### src/design/flash_pkg.sv
// Purpose: Shared constants and types for the flash array control block
// Assumes: 32-bit AHB-Lite register bus, each register index maps to byte address 4*index
package flash_pkg;
    localparam int          IDX_W       = 16;
    localparam int          ARRAY_AW    = 8;
    localparam logic [15:0] CTRL_IDX    = 16'hFE08;
    localparam logic [15:0] STAT_IDX    = 16'hFE0D;
    localparam logic [15:0] BPR_IDX     = 16'hFFBE;
    localparam logic [15:0] TRIM_IDX    = 16'hFFC0;
    localparam logic [7:0]  ERASED_BYTE = 8'hFF;
    localparam logic [7:0]  SECURE_BYTE = 8'h00;
    localparam int          PAGE_BYTES  = 64;
    localparam int          ROW_BYTES   = 32;
    localparam int          PAGE_SHIFT  = $clog2(PAGE_BYTES);
    localparam int          ROW_SHIFT   = $clog2(ROW_BYTES);
    localparam logic [3:0]  CTRL_RESET  = 4'h0;

    // Control register layout, bit 3 down to bit 0
    typedef struct packed {
        logic high_voltage_enable;
        logic mass;
        logic erase;
        logic program_select;
    } ctrl_t;
endpackage

### src/design/array_mem_if.sv
`timescale 1ns/1ns
// Purpose: Port bundle between the controller and the array storage
// Assumes: One write port, one registered read port, two fixed-location taps
// Notes:   Taps show the protect and trim bytes one cycle after any change
interface array_mem_if #(parameter int AW = 8);
    logic          we;
    logic [AW-1:0] waddr;
    logic [7:0]    wdata;
    logic [AW-1:0] raddr;
    logic [7:0]    rdata;
    logic [7:0]    protect;
    logic [7:0]    trim;

    modport ctrl (output we, waddr, wdata, raddr, input rdata, protect, trim);
    modport mem  (input we, waddr, wdata, raddr, output rdata, protect, trim);
endinterface

### src/design/array_mem.sv
`timescale 1ns/1ns
// Purpose: Nonvolatile byte array with registered read data and fixed taps
// Assumes: Starts fully erased; never reset
// Notes:   Read returns the value before a same-cycle write
module array_mem
    import flash_pkg::*;
#(
    parameter int            AW        = 8,
    parameter logic [AW-1:0] PROT_ADDR = BPR_IDX[AW-1:0],
    parameter logic [AW-1:0] TRIM_ADDR = TRIM_IDX[AW-1:0]
) (
    // Clock
    input wire logic   sys_clk,
    // Storage port
    array_mem_if.mem   m
);
    typedef struct packed {
        logic [7:0] rdata;
        logic [7:0] protect;
        logic [7:0] trim;
    } mem_state_t;

    logic [7:0] cells [2**AW];
    mem_state_t st_reg;
    mem_state_t st_next;

    initial begin
        for (int i = 0; i < 2**AW; i++) begin
            cells[i] = ERASED_BYTE;
        end
    end

    always_comb begin
        st_next         = st_reg;
        st_next.rdata   = cells[m.raddr];
        st_next.protect = cells[PROT_ADDR];
        st_next.trim    = cells[TRIM_ADDR];
    end

    // No reset here: contents and taps persist through reset
    // Cell writes have their own process, so the power-up fill and this port are the only writers
    always @(posedge sys_clk) begin
        if (m.we) begin
            cells[m.waddr] <= m.wdata;
        end
    end

    always_ff @(posedge sys_clk) begin
        st_reg <= st_next;
    end

    assign m.rdata   = st_reg.rdata;
    assign m.protect = st_reg.protect;
    assign m.trim    = st_reg.trim;
endmodule

### src/design/flash_array_control.sv
// The implementer's own choice: register access over AHB-Lite.
`timescale 1ns/1ns
// Purpose: Program/erase sequencer and AHB-Lite slave for the flash array
// Assumes: Single word transfers; every answer OKAY; zero wait states unless erasing
// Notes:   Register and array byte addresses are four times their index
module flash_array_control
    import flash_pkg::*;
(
    // Clock and reset
    input  wire logic        sys_clk,
    input  wire logic        rst,
    // AHB-Lite slave
    input  wire logic        hsel,
    input  wire logic [31:0] haddr,
    input  wire logic [1:0]  htrans,
    input  wire logic        hwrite,
    input  wire logic [2:0]  hsize,
    input  wire logic [31:0] hwdata,
    input  wire logic        hready,
    output logic             hreadyout,
    output logic             hresp,
    output logic [31:0]      hrdata,
    // Pins
    input  wire logic        monitor_mode,
    input  wire logic        secure_lock,
    // Analog and trim
    output logic             pump_on,
    output logic [7:0]       osc_trim
);
    localparam int AW = ARRAY_AW;

    typedef struct packed {
        ctrl_t            ctrl;
        logic             bpr_read;
        logic             latched;
        logic [AW-1:0]    lat_addr;
        logic             busy;
        logic [AW-1:0]    ecnt;
        logic [AW-1:0]    elast;
        logic             dp_act;
        logic             dp_write;
        logic             dp_array;
        logic [IDX_W-1:0] dp_idx;
        logic [31:0]      rd_word;
        logic             rd_stale;
        logic             byp;
        logic [7:0]       byp_data;
        logic [1:0]       mon_sync;
        logic [1:0]       sec_sync;
    } ctl_state_t;

    ctl_state_t s_reg;
    ctl_state_t s_next;

    array_mem_if #(.AW(AW)) mif ();

    array_mem #(.AW(AW)) u_mem (
        .sys_clk (sys_clk),
        .m       (mif.mem)
    );

    logic             taken;
    logic             done;
    logic [IDX_W-1:0] a_idx;
    logic             a_ok;
    logic [7:0]       rd_byte;
    logic             secured;
    logic             bpr_clear;
    logic             m_we;
    logic [AW-1:0]    m_waddr;
    logic [7:0]       m_wdata;
    logic [AW-1:0]    m_raddr;

    function automatic logic is_protected(input logic [AW-1:0] addr, input logic [7:0] bpr);
        is_protected = (bpr != ERASED_BYTE) && (addr[AW-1:AW-8] >= bpr);
    endfunction

    ////////////////////////////////////////////////////////////////////////
    // Bus phase decode

    assign hreadyout = ~s_reg.busy & ~s_reg.rd_stale;
    assign hresp     = 1'b0;
    assign taken     = hsel & htrans[1] & hready;
    assign done      = s_reg.dp_act & hreadyout;
    assign a_idx     = haddr[IDX_W+1:2];
    assign a_ok      = (haddr[31:IDX_W+2] == '0) && (haddr[1:0] == 2'b00);
    assign rd_byte   = s_reg.byp ? s_reg.byp_data : mif.rdata;
    assign secured   = s_reg.mon_sync[1] & s_reg.sec_sync[1];
    assign bpr_clear = (mif.protect == ERASED_BYTE);
    assign m_raddr   = taken ? a_idx[AW-1:0] : s_reg.dp_idx[AW-1:0];

    assign mif.we    = m_we;
    assign mif.waddr = m_waddr;
    assign mif.wdata = m_wdata;
    assign mif.raddr = m_raddr;

    always_comb begin
        if (s_reg.dp_array) begin
            hrdata = {24'h000000, secured ? SECURE_BYTE : rd_byte};
        end else begin
            hrdata = s_reg.rd_word;
        end
    end

    ////////////////////////////////////////////////////////////////////////
    // Sequencer

    always_comb begin
        ctrl_t w;
        ctrl_t nc;
        w        = ctrl_t'(hwdata[3:0]);
        nc       = s_reg.ctrl;
        s_next   = s_reg;
        m_we     = 1'b0;
        m_waddr  = s_reg.dp_idx[AW-1:0];
        m_wdata  = ERASED_BYTE;

        s_next.mon_sync = {s_reg.mon_sync[0], monitor_mode};
        s_next.sec_sync = {s_reg.sec_sync[0], secure_lock};
        // A read parked behind an erase waits one more cycle for fresh array data
        s_next.rd_stale = s_reg.dp_act & ~s_reg.dp_write & s_reg.busy;

        // Erase engine writes one erased byte per cycle
        if (s_reg.busy) begin
            m_we        = 1'b1;
            m_waddr     = s_reg.ecnt;
            m_wdata     = ERASED_BYTE;
            s_next.ecnt = s_reg.ecnt + AW'(1);
            if (s_reg.ecnt == s_reg.elast) begin
                s_next.busy = 1'b0;
            end
        end

        if (done && s_reg.dp_write && s_reg.dp_idx == CTRL_IDX) begin
            nc.mass = w.mass;
            if (!(w.program_select && w.erase)) begin
                nc.program_select = w.program_select;
                nc.erase          = w.erase;
            end
            if (!w.high_voltage_enable) begin
                nc.high_voltage_enable = 1'b0;
            end else if (!s_reg.ctrl.high_voltage_enable && (nc.program_select || nc.erase)
                         && s_reg.bpr_read && s_reg.latched
                         && !is_protected(s_reg.lat_addr, mif.protect)
                         && !(nc.erase && nc.mass && !bpr_clear)) begin
                nc.high_voltage_enable = 1'b1;
                if (nc.erase) begin
                    s_next.busy = 1'b1;
                    if (nc.mass) begin
                        s_next.ecnt  = '0;
                        s_next.elast = '1;
                    end else begin
                        s_next.ecnt  = {s_reg.lat_addr[AW-1:PAGE_SHIFT], {PAGE_SHIFT{1'b0}}};
                        s_next.elast = {s_reg.lat_addr[AW-1:PAGE_SHIFT], {PAGE_SHIFT{1'b1}}};
                    end
                end
            end
            s_next.ctrl = nc;
        end

        // Array writes from software over the register bus
        if (done && s_reg.dp_write && s_reg.dp_array) begin
            if (!(s_reg.ctrl.program_select || s_reg.ctrl.erase)) begin
                m_we = 1'b0;
            end else if (!s_reg.ctrl.high_voltage_enable) begin
                if (!s_reg.latched) begin
                    s_next.latched  = 1'b1;
                    s_next.lat_addr = s_reg.dp_idx[AW-1:0];
                end
            end else if (s_reg.ctrl.program_select
                         && s_reg.dp_idx[AW-1:ROW_SHIFT] == s_reg.lat_addr[AW-1:ROW_SHIFT]
                         && !is_protected(s_reg.dp_idx[AW-1:0], mif.protect)) begin
                m_we    = 1'b1;
                m_waddr = s_reg.dp_idx[AW-1:0];
                m_wdata = rd_byte & hwdata[7:0];
            end
        end

        if (done && !s_reg.dp_write && s_reg.dp_idx == BPR_IDX
            && (s_reg.ctrl.program_select || s_reg.ctrl.erase)) begin
            s_next.bpr_read = 1'b1;
        end

        if (!s_next.ctrl.program_select && !s_next.ctrl.erase) begin
            s_next.bpr_read = 1'b0;
            s_next.latched  = 1'b0;
        end

        // Forward a same-cycle write to the pending read
        s_next.byp      = m_we && (m_waddr == m_raddr);
        s_next.byp_data = m_wdata;

        if (taken) begin
            s_next.dp_act   = 1'b1;
            s_next.dp_write = hwrite;
            s_next.dp_idx   = a_ok ? a_idx : '0;
            s_next.dp_array = a_ok && (&a_idx[IDX_W-1:AW]);
            s_next.rd_word  = 32'h00000000;
            if (a_ok && a_idx == CTRL_IDX) begin
                s_next.rd_word = {28'h0000000, s_reg.ctrl};
            end else if (a_ok && a_idx == STAT_IDX) begin
                s_next.rd_word = {28'h0000000, s_reg.busy, s_reg.latched, s_reg.bpr_read, secured};
            end
        end else if (done) begin
            s_next.dp_act   = 1'b0;
            s_next.dp_array = 1'b0;
        end

        // Synchronous reset; array contents are kept
        if (rst) begin
            s_next          = '0;
            s_next.ctrl     = ctrl_t'(CTRL_RESET);
        end
    end

    always_ff @(posedge sys_clk) begin
        s_reg <= s_next;
    end

    // Pump follows the high voltage bit; no external program supply
    assign pump_on  = s_reg.ctrl.high_voltage_enable;
    assign osc_trim = mif.trim;
endmodule

### config.mk
export PLATFORM = sky130hd
export DESIGN_NAME = flash_array_control
export DESIGN_NICKNAME = d
export VERILOG_FILES = /design/src/design/flash_pkg.sv /design/src/design/array_mem_if.sv /design/src/design/array_mem.sv /design/src/design/flash_array_control.sv
export SDC_FILE = /design/constraint.sdc
export NUM_CORES = 2
export LEC_CHECK = 0
export CAP_MARGIN = 20
export CORE_MARGIN = 4
export CORE_UTILIZATION = 60
export DETAILED_ROUTE_END_ITERATION = 8
export DONT_BUFFER_PORTS = 1
export HOLD_SLACK_MARGIN = 0.06
export PLACE_DENSITY_LB_ADDON = 0.08
export SYNTH_ARGS = -nofsm -noshare
export SYNTH_HDL_FRONTEND = slang
export SYNTH_SLANG_ARGS = --single-unit
### constraint.sdc
create_clock -name sys_clk -period 7.84 [get_ports sys_clk]
set_clock_uncertainty 0.1 [all_clocks]
set_input_delay 0 -clock sys_clk [delete_from_list [all_inputs] [get_ports sys_clk]]
set_output_delay 0 -clock sys_clk [all_outputs]
set_load 0.02 [all_outputs]
## Yosys cells after proc, flatten, opt, wreduce, memory -nomap -nowiden

Memories as Yosys holds them, arrays and structs flattened. A register that Yosys moved wholly into a read port is not among the register bits.
Index checks and enable logic that the tools add are counted.

- Register bits: 96
- Latch bits: 0
- Bits in writable memories: 2,048
- Bits in read-only memories: 0
- Bits of input ports: 76
- Output and inout port bits: 43
- Memories: 1

- Add/subtract/negate cells: 1
- Multipliers: 0
- Divide/modulo/power cells: 0
- $lt $le $gt $ge: 2
- Equal/unequal tests: 10
- Shift operators: 0
- Mux-type cells: 38
- Bitwise gates (word level): 13
- Reduce and logical (&&, ||, !) cells: 43

Memory list:

| memory | words | bits a word | read ports | clocked after Yosys merged registers in | write ports | line | text |
|---|---|---|---|---|---|---|---|
| u_mem.cells | 256 | 8 | 3 | 3 | 1 | array_mem.sv:23 | `logic [7:0] cells [2**AW];` |

Operators by type and width:

| operator | number |
|---|---|
| 2-to-1 mux 8 bit | 12 |
| 2-to-1 mux 17 bit | 4 |
| equality test 16 bit, second input constant | 4 |
| 2-to-1 mux 16 bit | 2 |
| 2-to-1 mux 32 bit | 1 |
| logical AND 1 bit | 24 |
| equality test 8 bit | 2 |
| greater-or-equal comparator 8 bit | 2 |
| logical NOT 14 bit | 1 |
| 2-to-1 mux 1 bit | 13 |
| 2-to-1 mux 9 bit | 1 |
| adder 8 x 1 -> 8 bit, second input constant | 1 |
| bitwise AND 8 bit | 1 |
| equality test 8 bit, second input constant | 1 |
| logical NOT 1 bit | 8 |
| 2-to-1 mux 4 bit | 2 |
| inequality test 8 bit, second input constant | 1 |
| AND reduction 4 bit | 2 |
| AND reduction 8 bit | 1 |
| bitwise AND 1 bit | 7 |
| 2-to-1 mux 2 bit | 3 |
| NOT 1 bit | 5 |
| equality test 3 bit | 1 |
| AND reduction 3 bit | 1 |
| other kinds (6) | 7 |

## Logic depth before layout (Yosys ltp)

- Depth in word-level cells: 15
- Depth in mapped cells: 14
- Depth with buffers taken out: 10

## Modules after synthesis

From an unflattened synthesis, not the netlist that was laid out.

- Cell total of the unflattened synthesis: 4,271
- Area, all modules: 83,497.6 um^2

Modules (own cells, without submodules):

| module | instances | cells an instance | area an instance (um^2) |
|---|---|---|---|
| array_mem | 1 | 3,819 | 79,770.3 |
| flash_array_control | 1 | 452 | 3,727.3 |

## Least setup slack after synthesis

Ideal clock, no wire load.

- Path type: register -> register
- Start point: reg s_reg[46] (netlist name)
- End point: mem u_mem.cells[0][0] (data pin)
- Arrival: 4,692 ps
- Path slack: 1,873 ps
- Stages on the path, launching flop included: 12
- Path buffers: 1
- Path through: dfxtp_1 buf_2 inv_1 ha_1 nand2b_1 a21o_1 a21o_1 a21oi_1 o21ai_0 a21o_1 a211oi_1 nand2_1

- Longest elaborated chain between the ends: 8

Ends and longest elaborated chain:

| what | line | text |
|---|---|---|
| from (decl) | flash_array_control.sv:52 | `ctl_state_t s_reg;` |
| from (signal assigned) | flash_array_control.sv:217 | `s_reg <= s_next;` |
| greater-or-equal comparator 8 bit | flash_array_control.sv:75 | `is_protected = (bpr != ERASED_BYTE) && (addr[AW-1:AW-8] >= bpr);` |
| logical AND 1 bit | flash_array_control.sv:75 |  |
| logical NOT 1 bit | flash_array_control.sv:172 | `&& !is_protected(s_reg.dp_idx[AW-1:0], mif.protect)) begin` |
| logical AND 1 bit | flash_array_control.sv:172 |  |
| 2-to-1 mux 8 bit | flash_array_control.sv:170 | `end else if (s_reg.ctrl.program_select` |
| 2-to-1 mux 8 bit | flash_array_control.sv:165 | `end else if (!s_reg.ctrl.high_voltage_enable) begin` |
| 2-to-1 mux 8 bit | flash_array_control.sv:163 | `if (!(s_reg.ctrl.program_select \|\| s_reg.ctrl.erase)) begin` |
| 2-to-1 mux 8 bit | flash_array_control.sv:162 | `if (done && s_reg.dp_write && s_reg.dp_array) begin` |
| named net m_wdata[0] | flash_array_control.sv:71 | `logic [7:0] m_wdata;` |
| to (decl) | array_mem.sv:23 |  |

The timed path passes the listed nets, and every way through them passes these cells.

## Final worst setup path

- Start point: in haddr[2]
- End point: reg, netlist name u_mem.m.rdata[3]

- Longest elaborated chain between the ends: 1

Ends and longest elaborated chain:

| what | line | text |
|---|---|---|
| from (decl) | flash_array_control.sv:14 | `input wire logic [31:0] haddr,` |
| 2-to-1 mux 8 bit | flash_array_control.sv:90 | `assign m_raddr = taken ? a_idx[AW-1:0] : s_reg.dp_idx[AW-1:0];` |

Every way passes these cells.
A chain may end at the register's enable or synchronous reset.

==> results.md <==
* First drt pass iteration count at 6
* Reg2Reg Launch Point: s_reg[46]
* Slew Viols, Final at 0
* CTS tree: built
* Global-route usage over all layers at 37.7%
* Initial antenna violation count at 20
* Layout cell share with drive strength beyond 1 at 11.9%
* Iter 0 DRT Violations at 9,912
* Status: complete, no violations
* Register area at 0.0632 mm2
* Worst Hold Depth at 6
* Max IR drop VDD at 218 uV
* WL per Instance at 32.5 um
* IO buf count at 0
* CP Launch Type: input pin
* Placement Cell Area at 0.0891 mm2
* Worst Tran Pin Value at 1270 ps
* Pwr dens at 235 mW/mm2
* Final Cycle Share at 70.1%
* Switch share at 20.6%
* Deepest clock path buffer count at 3
* Synthesis Warnings at 0
* Clock Sinks at 2,135
* Area growth, synth to finish at 13.3%
* Ports at 119
* Die area at 0.149 mm2
* Vias in the first global route at 54,428
* Filler cells at 9,933
* Hold Crit Start: haddr[8]
* DRC Markers at 0
* Number of synthesized flops with an enable pin at 2,048
* Post-route ant nets at 0
* Switching Power at 4.71 mW
* WS Path Type: in -> reg
* Finished Core Util at 68.6%
* Cts hold-fix bufs at 79
* Avg Cell Area, Syn at 13.4 um2
* Effective utilization at floorplan at 60.5%
* Top cells by area, synth: edfxtp_1 72%, nand2_1 6.4%, a21oi_1 3.8%, mux2i_1 2.1%, dfxtp_1 2.0%
* Multi-input logic area at 0.0206 mm2
* Cell count after placement at 8,188
* Hold Vio Cnt, Final at 0
* Post-DP HPWL at 170 mm
* DR vias at 59,553
* Die W at 386 um
* Clock share of power at 44.0%
* RSZ-0062 raised after global routing: false
* Placer Congestion at 0.944
* Comb pwr share at 2.1%
* # rows at 138
* Nets at 6,764
* Die Y at 386 um
* Worst r2r path cells at 14
* Internal at 18.1 mW
* Vias per cell at 6.80
* Worst-path maximum fanout at 145
* Netlist Area Pre-Place at 0.0859 mm2
* Pre-CTS setup slack at 2710 ps
* Final min period at 5490 ps
* Async SR Flop Fraction at 0%
* CTS Buf Count at 208
* Final setup vio count at 0
* Leakage at 36.3 nW
* Post-synth cell types at 78
* Top-area cell type share of the netlist area at 71.6%
* Post-Route Setup TNS at 0 ps
* Ys flop type: edfxtp_1
* Largest register FFs at 2,048
* Flop pwr share at 53.9%
* PnR worst setup slack at 2350 ps
* Hold path endpoint: u_mem.m.rdata[7]
* Worst Hold Class: in -> reg
* Synth area leader: edfxtp_1
* Clock transition at path regs at 60 ps
* Post-CTS Setup Repair Bufs at 0
* FMAX at 182 MHz
* Finished Cell Area at 0.0973 mm2
* Crit path capture type: flip-flop
* Core area at 0.142 mm2
* Sequential-to-total area share from yosys stat at 73.7%
* Root Buffer: clkbuf_16
* Post-synthesis register bit count at 2,135
* R2R Path End: u_mem.cells[44][7]
* Count of cells resized by post-cts repair at 0
* Maxcap violations at 0
* Finished Layout Cells at 8,756
* First-pass GRT wire length at 399 mm
* Clock latency on the worst-skew pair at 840 ps
* Total Wirelength at 285 mm
* Worst R2R Setup Slack at 2760 ps
* Crit path required time at 8520 ps
* Worst rel slew slack at 12.6%
* Cell count after synthesis at 6,421
* # H-tree levels at 4
* CP arrival at 6180 ps
* Pin count of the biggest net entering global routing at 211
* GR Overflow Total at 0
[synth_stat cells, types with 38 or more instances]
master and n:
buf_1 54, buf_4 44, a22oi_1 118, a221oi_1 96, edfxtp_1 2048, buf_2 211, nor3_1 285, inv_1 38
clkbuf_1 155, nand4_1 129, a21oi_1 648, nor2b_1 38, nand2_1 1472, nand3_1 228, nor2_1 66, a31oi_1 105
mux2i_1 177, a211oi_1 49, dfxtp_1 87
[worst max-delay path, stage by stage]
cell	delay [ps]
dlygate4sd3_1	760
and4_2	360
dlygate4sd3_1	590
buf_4	610
a21o_4	380
buf_12	530
buf_4	650
nand2_1	120
a31oi_1	180
nand4_1	310
a31oi_1	830
a2111oi_0	180
clkbuf_2	220
buf_4	150
nand4_1	70
[power groups by stage]
stage | logic [mW] | registers [mW] | clock network [mW]
finish | 0.473 | 12.3 | 10.1
global route | 0.483 | 12.3 | 10.6
CTS | 0.454 | 12.3 | 10.1
detailed placement | 0.418 | 12.6 | 0
global placement | 0.416 | 12.6 | 0
floorplan | 0.260 | 12.5 | 0
[cell type report]
cell class / count / share of cell area [%]
Sequential cell: 2135 / 65.0
Clock buffer: 259 / 5.73
Tap cell: 1890 / 2.43
Timing Repair Buffer: 492 / 4.21
Clock inverter: 136 / 1.29
Antenna cell: 10 / 0.0257
Inverter: 38 / 0.147
Multi-Input combinational cell: 3796 / 21.2
[kinds of logic after synthesis]
| group | share of synthesized area (%) |
|---|---|
| and+or+nand+nor | 11.8 |
| DFF | 73.7 |
| AOI/OAI and AO/OA | 8.80 |
| buffers and inverters | 2.85 |
| muxes | 2.40 |
| xor gates and xnor gates | 0.204 |
| adders and majority gates | 0.248 |
| other | 0.00437 |
[layout by cell type, fill, tap and decap left out, types with 23 or more instances in the layout]
| master | count |
|---|---|
| dfxtp_1 | 87 |
| clkinv_2 | 54 |
| nor2_1 | 61 |
| o22ai_1 | 23 |
| a211oi_1 | 48 |
| nor3_1 | 283 |
| edfxtp_1 | 2048 |
| a32oi_1 | 36 |
| a31oi_1 | 105 |
| a22oi_1 | 118 |
| buf_2 | 59 |
| nor4_1 | 32 |
| inv_1 | 38 |
| nand2_1 | 1462 |
| clkbuf_16 | 214 |
| buf_4 | 287 |
| clkbuf_1 | 39 |
| nand3_1 | 228 |
| conb_1 | 25 |
| dlygate4sd3_1 | 78 |
| nor2b_1 | 38 |
| a21oi_1 | 647 |
| nand4_1 | 129 |
| a221oi_1 | 96 |
| clkinv_1 | 42 |
| clkbuf_4 | 29 |
| mux2i_1 | 162 |
[stage by stage]
stage	total power, mW	hold slack (ps)
floorplan	12.8	-9.22
global placement	13.0	-21.3
detailed placement	13.0	-20.6
CTS	22.8	73.5
global route	23.4	123
finish	22.8	156
[how the worst max path moves through the flow]
stage                             end  slack (ps)      start
detailed placement   u_mem.m.rdata[3]        2710  s_reg[49]
finish               u_mem.m.rdata[3]        2350   haddr[2]
CTS                  u_mem.m.rdata[3]        2600   haddr[2]
global placement     u_mem.m.rdata[3]        2690  s_reg[49]
floorplan           u_mem.cells[0][0]        1870  s_reg[46]
global route         u_mem.m.rdata[3]        2490   haddr[2]
[layer usage]
layer | share of wire (%) | track usage, % | vias up | wire length, um
met2 | 43 | 53.9 | 4571 | 124000
met1 | 36 | 53.1 | 29486 | 104000
met3 | 15 | 11.5 | 751 | 42300
met4 | 5.2 | 18.4 | 24 | 14900
li1 | - | - | 24721 | -
met5 | 0.048 | 0 | - | 138
Note: power is estimated with default switching activity, not from simulation.
